--- config.mk ---
export PLATFORM = sky130hd
export DESIGN_NAME = pwc_duty_combine
export DESIGN_NICKNAME = d
export VERILOG_FILES = /design/src/rtl/pwc_pkg.sv /design/src/rtl/pwc_pair_combine.sv /design/src/rtl/pwc_duty_combine.sv
export SDC_FILE = /design/constraint.sdc
export NUM_CORES = 2
export LEC_CHECK = 0
export BUFFER_PORTS_ARGS = -buffer_cell sky130_fd_sc_hd__clkbuf_2
export CORE_ASPECT_RATIO = 0.75
export CORE_MARGIN = 10
export CORE_UTILIZATION = 35
export CTS_BUF_LIST = sky130_fd_sc_hd__clkbuf_8
export DETAILED_ROUTE_END_ITERATION = 6
export PLACE_DENSITY = 0.52
export SLEW_MARGIN = 20
export SYNTH_ARGS = -nofsm -noshare
export SYNTH_HDL_FRONTEND = slang
export SYNTH_SLANG_ARGS = --single-unit
--- constraint.sdc ---
create_clock -name clk -period 106.5 [get_ports clk]
set_input_delay 21.3 -clock clk [delete_from_list [all_inputs] [get_ports clk]]
set_output_delay 21.3 -clock clk [all_outputs]
set_load 0.1 [all_outputs]
--- src/rtl/pwc_pkg.sv ---
// Package of register offsets, field layouts and reset values for the duty pair combine block.
`default_nettype none
package pwc_pkg;
  localparam int          ADDR_W            = 8;   // Byte address width of the register window.
  localparam int          DUTY_W            = 12;  // Width of the duty value field.
  localparam int          DUTY_LSB          = 0;   // Low bit of the duty field.
  localparam int          CHAN_MAX          = 128; // Largest channel count the map supports.
  localparam logic [7:0]  OFF_BCAST_DUTY    = 8'h04; // Broadcast duty, write only.
  localparam logic [7:0]  OFF_COMBINE_LOW   = 8'h3C; // Pair combine, channels 63 to 0.
  localparam logic [7:0]  OFF_COMBINE_STEP  = 8'h10; // Spacing of combine registers.
  localparam logic [7:0]  OFF_COMBINE_HIGH  = 8'h4C; // Pair combine, channels 127 to 64.
  localparam logic [7:0]  OFF_SELECT_BASE   = 8'h80; // Channel select words, four of them.
  localparam logic [7:0]  OFF_SELECT_LAST   = 8'h8C; // Last channel select word.
  localparam logic [7:0]  OFF_DUTY_BASE     = 8'hC0; // Read only duty of channel at index.
  localparam logic [7:0]  OFF_DUTY_INDEX    = 8'hC4; // Channel index for the duty readback.
  localparam logic [31:0] RESET_COMBINE     = 32'h0000_0000; // Reset value of combine regs.
  localparam logic [31:0] RESET_SELECT      = 32'h0000_0000; // Reset value of select regs.
  localparam logic [11:0] RESET_DUTY        = 12'h000; // Reset duty, channel disabled.
endpackage
`default_nettype wire

--- src/rtl/pwc_pair_combine.sv ---
// Output stage that combines one even and odd waveform pair.
`default_nettype none
module pwc_pair_combine
(
  input  wire logic clk,
  input  wire logic reset,
  input  wire logic combineEn,
  input  wire logic waveEven,
  input  wire logic waveOdd,
  output var  logic outEven,
  output var  logic outOdd
);
  // Exclusive-OR of the two waveforms of the pair.
  wire logic pairXor;
  wire logic evenNext;
  wire logic oddNext;

  assign pairXor  = waveEven ^ waveOdd;
  assign evenNext = combineEn ? pairXor : waveEven;
  assign oddNext  = combineEn ? ~pairXor : waveOdd;

  // Registers the pair outputs so each leaves from a flip-flop.
  always_ff @(posedge clk or posedge reset)
  begin
    if (reset)
    begin
      outEven <= 1'b0;
      outOdd  <= 1'b0;
    end
    else
    begin
      outEven <= evenNext;
      outOdd  <= oddNext;
    end
  end

  // The even output follows the XOR one cycle after the inputs when combined.
  property p_pair_xor;
    @(posedge clk) disable iff (reset)
      combineEn |=> (outEven == $past(pairXor)) && (outOdd == !outEven);
  endproperty
  a_pair_xor: assert property (p_pair_xor) else $error("pair combine output wrong");

  // A cleared combine bit passes both waveforms unchanged.
  property p_pair_pass;
    @(posedge clk) disable iff (reset)
      !combineEn |=> (outEven == $past(waveEven)) && (outOdd == $past(waveOdd));
  endproperty
  a_pair_pass: assert property (p_pair_pass) else $error("pair pass through wrong");
endmodule
`default_nettype wire

--- src/rtl/pwc_duty_combine.sv ---
// Broadcast duty loader and pair combine stage of a multi-channel modulator, APB slave.
//
// The APB interface to the registers was decided locally.
`default_nettype none
module pwc_duty_combine
#(
  parameter int NUM_CH = 128 // Channel count, even, at most 128.
)
(
  input  wire logic                      clk,
  input  wire logic                      reset,
  input  wire logic                      psel,
  input  wire logic                      penable,
  input  wire logic                      pwrite,
  input  wire logic [pwc_pkg::ADDR_W-1:0] paddr,
  input  wire logic [31:0]               pwdata,
  output var  logic [31:0]               prdata,
  output var  logic                      pready,
  output var  logic                      pslverr,
  input  wire logic [NUM_CH-1:0]         chanWave,
  output var  logic [NUM_CH-1:0]         chanEnable,
  output var  logic [NUM_CH-1:0]         pwmOut
);
  localparam int NUM_PAIR = NUM_CH / 2;  // Number of output pairs.
  localparam int NUM_SEL  = (NUM_CH + 31) / 32; // Select words in use.

  // Per channel duty storage.
  logic [pwc_pkg::DUTY_W-1:0] dutyMem_reg [NUM_CH];
  // Combine bits, one per pair, both registers joined.
  logic [63:0]                combine_reg;
  // Channel select bits for the broadcast load.
  logic [pwc_pkg::CHAN_MAX-1:0] select_reg;
  // Channel index for duty readback.
  logic [6:0]                 dutyIndex_reg;
  // Channel waveforms, synchronised through two flip-flops.
  logic [NUM_CH-1:0]          waveMeta_reg;
  logic [NUM_CH-1:0]          waveSync_reg;

  // Access phase strobes, address decodes and data of the bus.
  wire logic        accessWr;
  wire logic        accessRd;
  wire logic        hitDuty;
  wire logic        hitCombLow;
  wire logic        hitCombHigh;
  wire logic        hitSelect;
  wire logic        hitDutyRd;
  wire logic        hitIndex;
  wire logic        hitAny;
  wire logic [1:0]  selWord;
  wire logic [11:0] newDuty;
  wire logic        bcastLoad;
  logic [31:0]      readData;

  // Word select inside the channel select block.
  assign selWord   = paddr[3:2];
  assign accessWr  = psel && penable && pwrite;
  assign accessRd  = psel && penable && !pwrite;
  // Upper bits of the written word are dropped here.
  assign newDuty   = pwdata[pwc_pkg::DUTY_LSB +: pwc_pkg::DUTY_W];

  // Address decoding of the register window.
  assign hitDuty     = (paddr == pwc_pkg::OFF_BCAST_DUTY);
  assign hitCombLow  = (paddr == pwc_pkg::OFF_COMBINE_LOW);
  assign hitCombHigh = (paddr == pwc_pkg::OFF_COMBINE_HIGH) && (NUM_CH > 64);
  assign hitSelect   = (paddr >= pwc_pkg::OFF_SELECT_BASE) && (paddr <= pwc_pkg::OFF_SELECT_LAST)
                       && (paddr[1:0] == 2'b00) && (int'(selWord) < NUM_SEL);
  assign hitDutyRd   = (paddr == pwc_pkg::OFF_DUTY_BASE);
  assign hitIndex    = (paddr == pwc_pkg::OFF_DUTY_INDEX);
  assign hitAny      = hitDuty || hitCombLow || hitCombHigh || hitSelect || hitDutyRd
                       || hitIndex;
  assign bcastLoad   = accessWr && hitDuty;

  // Read multiplexer; the broadcast register and unmapped words read zero.
  always_comb
  begin
    readData = 32'h0000_0000;
    if (hitCombLow)
    begin
      readData = combine_reg[31:0];
    end
    else if (hitCombHigh)
    begin
      readData = combine_reg[63:32];
    end
    else if (hitSelect)
    begin
      readData = select_reg[32*selWord +: 32];
    end
    else if (hitDutyRd)
    begin
      if (int'(dutyIndex_reg) < NUM_CH)
      begin
        readData = {20'h0_0000, dutyMem_reg[dutyIndex_reg]};
      end
    end
    else if (hitIndex)
    begin
      readData = {25'h000_0000, dutyIndex_reg};
    end
  end

  // Bus answer: zero wait states, error on unmapped addresses.
  always_ff @(posedge clk or posedge reset)
  begin
    if (reset)
    begin
      prdata  <= 32'h0000_0000;
      pready  <= 1'b0;
      pslverr <= 1'b0;
    end
    else
    begin
      pready  <= psel && !penable;
      pslverr <= psel && !penable && !hitAny;
      prdata  <= (psel && !penable && !pwrite) ? readData : 32'h0000_0000;
    end
  end

  // Control registers written by software.
  always_ff @(posedge clk or posedge reset)
  begin
    if (reset)
    begin
      combine_reg   <= {pwc_pkg::RESET_COMBINE, pwc_pkg::RESET_COMBINE};
      select_reg    <= {4{pwc_pkg::RESET_SELECT}};
      dutyIndex_reg <= 7'h00;
    end
    else if (accessWr && pready)
    begin
      if (hitCombLow)
      begin
        combine_reg[31:0] <= pwdata;
      end
      else if (hitCombHigh)
      begin
        combine_reg[63:32] <= pwdata;
      end
      else if (hitSelect)
      begin
        select_reg[32*selWord +: 32] <= pwdata;
      end
      else if (hitIndex)
      begin
        dutyIndex_reg <= pwdata[6:0];
      end
    end
  end

  // Broadcast load of the duty store, all selected channels at one edge.
  always_ff @(posedge clk or posedge reset)
  begin
    if (reset)
    begin
      for (int i = 0; i < NUM_CH; i++)
      begin
        dutyMem_reg[i] <= pwc_pkg::RESET_DUTY;
      end
    end
    else if (bcastLoad && pready)
    begin
      for (int i = 0; i < NUM_CH; i++)
      begin
        if (select_reg[i])
        begin
          dutyMem_reg[i] <= newDuty;
        end
      end
    end
  end

  // Enable flags and waveform synchroniser.
  always_ff @(posedge clk or posedge reset)
  begin
    if (reset)
    begin
      chanEnable   <= '0;
      waveMeta_reg <= '0;
      waveSync_reg <= '0;
    end
    else
    begin
      waveMeta_reg <= chanWave;
      waveSync_reg <= waveMeta_reg;
      for (int i = 0; i < NUM_CH; i++)
      begin
        chanEnable[i] <= (dutyMem_reg[i] != 12'h000);
      end
    end
  end

  // Gated waveform: a disabled channel is forced low.
  wire logic [NUM_CH-1:0] gatedWave;
  assign gatedWave = waveSync_reg & chanEnable;

  // One combine stage per pair; bit n serves channels 2n and 2n+1.
  for (genvar n = 0; n < NUM_PAIR; n++)
  begin : g_pair
    pwc_pair_combine u_pair
    (
      .clk       (clk),
      .reset     (reset),
      .combineEn (combine_reg[n]),
      .waveEven  (gatedWave[2*n]),
      .waveOdd   (gatedWave[2*n+1]),
      .outEven   (pwmOut[2*n]),
      .outOdd    (pwmOut[2*n+1])
    );
  end

  // A broadcast write changes channel 0 duty when it is selected and leaves channel 1 alone when it is not.
  property p_bcast_load;
    @(posedge clk) disable iff (reset)
      (bcastLoad && pready && select_reg[0]) |=> (dutyMem_reg[0] == $past(newDuty));
  endproperty
  a_bcast_load: assert property (p_bcast_load) else $error("broadcast load missed");

  property p_bcast_keep;
    @(posedge clk) disable iff (reset)
      (bcastLoad && pready && !select_reg[1]) |=> $stable(dutyMem_reg[1]);
  endproperty
  a_bcast_keep: assert property (p_bcast_keep) else $error("unselected duty changed");

  // Zero duty keeps channel 0 disabled and its waveform low.
  property p_zero_low;
    @(posedge clk) disable iff (reset)
      (dutyMem_reg[0] == 12'h000) |=> !chanEnable[0] ##0 !gatedWave[0];
  endproperty
  a_zero_low: assert property (p_zero_low) else $error("zero duty not disabled");

  // The broadcast register reads as zero.
  property p_duty_rd_zero;
    @(posedge clk) disable iff (reset)
      (psel && !penable && !pwrite && hitDuty) |=> (prdata == 32'h0000_0000) && pready;
  endproperty
  a_duty_rd_zero: assert property (p_duty_rd_zero) else $error("duty read not zero");

  // A write to the second combine word lands in the upper pairs.
  property p_comb_high;
    @(posedge clk) disable iff (reset)
      (accessWr && pready && hitCombHigh) |=> (combine_reg[63:32] == $past(pwdata));
  endproperty
  a_comb_high: assert property (p_comb_high) else $error("upper combine not written");

  // Pair zero is combined two cycles after combine bit 0 with stable waves.
  property p_pair0;
    @(posedge clk) disable iff (reset)
      combine_reg[0] ##1 combine_reg[0] |=>
        (pwmOut[0] == ($past(gatedWave[0], 1) ^ $past(gatedWave[1], 1)));
  endproperty
  a_pair0: assert property (p_pair0) else $error("pair zero not combined");
endmodule
`default_nettype wire

# ---- Word level (Yosys, flattened, before mapping)
# Index checks and enable logic that the tools add are counted.
dict set report word_totals {
  output_inout_bits 290
  ff_bits 2281
  input_bits 173
  elab_cells 828
}
dict set report op_classes {
  addsub 1
  n_reduce_logical 279
  n_eq_ne 5
  magnitude_cmp 3
  shift 3
  mux 138
  n_bitwise 133
}
# cell n
set ops {}
lappend ops {{$reduce_bool A12 Y1} 128}
lappend ops {{$reduce_and A2 Y1} 129}
lappend ops {{$and A128 B128 Y128} 1}
lappend ops {{$bwmux W128} 1}
lappend ops {{$mux W1} 128}
lappend ops {{$mux W32} 4}
lappend ops {{$shift A32 B34 Y128 const A} 1}
lappend ops {{$shiftx A128 B8 Y32} 1}
lappend ops {{$shiftx A32 B34 Y128} 1}
lappend ops {{$bmux W12 S7} 1}
lappend ops {{$not A1 Y1} 67}
lappend ops {{$xor A1 B1 Y1} 64}
lappend ops {{$mux W12} 3}
lappend ops {{$neg A7 Y34} 1}
lappend ops {{$eq A8 B8 Y1 const B} 2}
lappend ops {{$ge A8 B8 Y1 const B} 2}
lappend ops {{$logic_and A1 B1 Y1} 10}
lappend ops {{$eq A8 B3 Y1 const B} 1}
lappend ops {{$eq A8 B6 Y1 const B} 1}
lappend ops {{$eq A8 B7 Y1 const B} 1}
lappend ops {{$le A8 B8 Y1 const B} 1}
lappend ops {{$not A7 Y8} 1}
lappend ops {{$mux W7} 1}
lappend ops {{$logic_or A1 B1 Y1} 5}
lappend ops {{other kinds (5)} 7}

# ---- Logic depth before layout (Yosys ltp)
dict set report logic_depth {
  ltp_word 9
  mapped_depth 11
  mapped_depth_nobuf 8
}

# ---- Cells and area by module
# Synthesis repeated with hierarchy kept, for this count alone.
dict set report hier_totals {
  hier_cells 6913
  area_unflattened_um2 99477.9
}
# mod seq_area_each_um2 area_per_inst_um2 instances cells_per_inst
set modules_own_cells {}
lappend modules_own_cells {pwc_duty_combine 53876.7 93792.5 1 6465}
lappend modules_own_cells {pwc_pair_combine 50.0 88.8 64 7}

# ---- Worst setup path before layout
# Ideal clock, no wire load.
dict set report synth_timing {
  path_type {input -> register}
  start {in paddr[3] in the netlist's numbering}
  end {reg dutyMem_reg[480] in the netlist's numbering}
  arrival_time_ns 23.397
  setup_ns 0.125
  stages 10
  path_buffers 4
  setup_slack_ns 82.978
  required_ns 106.375
  path_cell_list {clkbuf_1 clkbuf_1 inv_1 ha_1 nand2_1 nor4_2 buf_2 nand2_1 clkbuf_1 mux2_2}
}
dict set report synth_via {
  elab_chain_len 4
}
# item line_no
set synth_lines {}
lappend synth_lines {{start: declaration} pwc_duty_combine.sv:15} ;# input wire logic [pwc_pkg::ADDR_W-1:0] paddr,
lappend synth_lines {{$eq A8 B3 Y1} pwc_duty_combine.sv:62} ;# assign hitDuty = (paddr == pwc_pkg::OFF_BCAST_DUTY);
lappend synth_lines {{$logic_and A1 B1 Y1} pwc_duty_combine.sv:71} ;# assign bcastLoad = accessWr && hitDuty;
lappend synth_lines {{$logic_and A1 B1 Y1} pwc_duty_combine.sv:159} ;# else if (bcastLoad && pready)
lappend synth_lines {{$reduce_and A2 Y1 (no source line)} -}
lappend synth_lines {{end signal: indexed assignment} pwc_duty_combine.sv:156} ;# dutyMem_reg[i] <= pwc_pkg::RESET_DUTY;
lappend synth_lines {{end signal: indexed assignment} pwc_duty_combine.sv:165} ;# dutyMem_reg[i] <= newDuty;
lappend synth_lines {{end: declaration} pwc_duty_combine.sv:28} ;# logic [pwc_pkg::DUTY_W-1:0] dutyMem_reg [NUM_CH];
# No other way between the ends.
# A chain may end at the register's enable or synchronous reset.

==> impl_metrics.py <==
metrics = {
    "synthesis": {
        "async_reset_ff_share_pct": 100,
        "syn_area_um2": 99300,
        "synth_edf_count": 0,
        "yosysWarnings": 0,
        "avgSynthCellArea_um2": 14.3,
        "synth_top_cell_by_area": "dfrtp_1",
        "synth.area.top_cells": "dfrtp_1, mux2_2, mux4_2, nor4_1, nand2_1",
        "seq_area_frac_synth_pct": 57.5,
        "syn-num-nets": 7100,
        "synth_top_area_share_pct": 57.5,
        "synth.ff_latch_count": 2281,
        "synthCells": 6923,
        "synth_ff_type": "dfrtp_1",
        "synth_cell_type_count": 60,
    },
    "final_layout": {
        "fin_util_pct": 39.4,
        "synthToLayoutAreaGrowth_pct": 12.1,
        "largest_reg_flops": 1536,
        "finalInstanceArea_um2": 111000,
        "finalNetCount": 7393,
        "layout_commonest_cell": "dfrtp_1",
        "layout_common_cells": "dfrtp_1, mux2_2, nand2_1, clkbuf_8, clkbuf_2",
        "layout-drive-gt1-share_pct": 42.4,
    },
    "routing": {
        "wl_per_cell_um": 29.9,
        "drt_iter0_markers": 6084,
        "vias": 62700,
        "ant_nets": 0,
        "viasPerCell": 5.58,
        "drt-pass1-iter-count": 6,
        "drt-total-wl_um": 336000,
        "drc_errors": 0,
    },
    "grt": {
        "grt-ovfl-total": 0,
        "grt_pass1_vias": 63600,
        "grt_pass1_wl_um": 484000,
        "grt_max_degree": 194,
        "track_usage_pct": 21.4,
        "antenna_found_initial": 31,
    },
    "clock_tree": {
        "htreeDepth": 5,
        "cts_tree": "done",
        "clock_latency_ps": 1040,
        "cts_root_buf": "clkbuf_8",
        "cts-buffers-inserted": 381,
        "ctsResizeCount": 0,
        "postCtsSetupBuffers": 0,
        "cts_sinks": 2281,
        "cts.clk_slew.worst_paths_ps": 60,
        "clock_path_buffers": 4,
        "postCtsHoldBufs": 0,
    },
    "min_path": {
        "whs_path_depth": 0,
        "hp-start": "waveMeta_reg[45]",
        "hold_class": "register to register",
    },
    "placement": {
        "hpwl_um": 239000,
        "gp_congestion": 0.921,
        "place_ws_ps": 79690,
        "placedInstanceArea_um2": 104000,
        "port_buffers": 462,
    },
    "floorplanning": {
        "die_x_um": 635,
        "coreArea_um2": 283000,
        "start_util_pct": 35.2,
        "dieArea_um2": 306000,
        "rows": 169,
        "io_pins": 463,
        "die_h_um": 481,
    },
    "flow_run": {
        "drv_cap": 0,
    },
    "sta": {
        "rsz0062_at_grt": "no",
        "setup_tns_ps": 0,
        "worstMarginPinSlew_ps": 1320,
        "fin_skew_ps": 89.1,
        "final_max_slew_viol_count": 0,
        "fmax_ghz": 0.0393,
        "worst_slack_ps": 81060,
        "relSlewSlack_pct": 11.0,
        "period_share_pct": 23.9,
        "finalSetupViolCount": 0,
        "period_needed_ps": 25440,
        "hold_viol_final": 0,
    },
    "critical_path": {
        "endpoint_kind": "asynchronous set/reset pin",
        "r2r_cells": 8,
        "critPathMaxFanout": 92,
        "crit_type": "primary input to asynchronous set/reset pin",
        "critPathLaunchType": "primary input",
        "r2r-start": "dutyIndex_reg[0]",
        "crit_arrival_ps": 26430,
        "critPathRequiredTime_ps": 107490,
        "cp-startpoint": "reset",
    },
    "outcome": {
        "status": "finished, final reports clean",
    },
    "pwr": {
        "leakagePower_uw": 0.0535,
        "p_per_area_nw_per_um2": 15.2,
        "ir_worst_vdd_uv": 10.2,
    },
}
synthesized netlist by cell type, drive strengths merged (4+ instances only):
cell type / instances
a211oi: 10
nor2b: 12
nand3: 199
nand4: 8
a22o: 8
nand2b: 11
inv: 12
buf: 374
nor4: 392
nor3: 26
nor2: 65
dfrtp: 2281
a41oi: 5
a21oi: 24
mux2: 1624
ha: 4
o31ai: 5
a22oi: 13
o22ai: 62
clkbuf: 268
nand2: 609
mux2i: 92
o21bai: 7
mux4: 422
o21ai: 148
a21boi: 11
or2: 17
o22a: 16
a221oi: 34
or3: 6
xor2: 128
o31a: 5
critical path, cell delays in order:
cell and delay [ps]:
clkbuf_2 120, inv_8 420, buf_4 740, buf_4 650, buf_4 650, buf_4 750
buf_4 790, buf_4 820
kinds of logic (layout without fill, tap and decap cells):
family,count (synthesis),in the layout,synth area share (%)
AO/OA/AOI/OAI,359,359,2.30
other,0,12,0
XOR/XNOR,128,128,1.13
flip-flops,2281,2281,57.5
buffers and inverters,654,1203,3.48
multiplexers,2138,2138,28.9
AND/OR/NAND/NOR,1359,1359,6.65
adder cells (fa/ha/maj),4,4,0.0504
cell type report:
class                   instances  area [um2]
clock buffers                 479        6590
flip-flops and latches       2281       57100
diodes                         12        30.0
clock inverters               160         782
repair buffers                552        3160
inverters                      12        52.6
well taps                    3762        4710
multi-input cells            3988       38900
fillers                     26600      171000
worst paths after layout:
path | end | slack, ps
setup / recovery | waveMeta_reg[120] | 81060
setup reg to reg | prdata[2] | 100720
min in group asynchronous | g_pair[44].u_pair.outEven | 20450
hold / removal | waveSync_reg[45] | 340
hold reg to reg | waveSync_reg[45] | 340
max in group clk | prdata[3] | 81850
per-layer routing:
metal / up-vias / routed length (um) / global-route usage, %
li1: 26000 / - / -
met1: 33700 / 154000 / 31.6
met2: 2523 / 143000 / 30.8
met3: 549 / 26200 / 4.84
met4: 8 / 13300 / 7.67
met5: - / 37 / 0
metrics by stage:
step | std cells | power, uW | hold slack (ps)
floorplan | 6923 | 920 | 331
global placement | 10600 | 939 | 332
detailed placement | 10600 | 939 | 335
CTS | 11200 | 1710 | 338
global route | 11200 | 1760 | 339
finish | 11200 | 1690 | 345
report_power, final:
part	switching (uW)	internal, uW
clock	363	406
sequential	2.38	872
combinational	41.1	7.15
No activity file was read; power rests on OpenSTA's default activity.
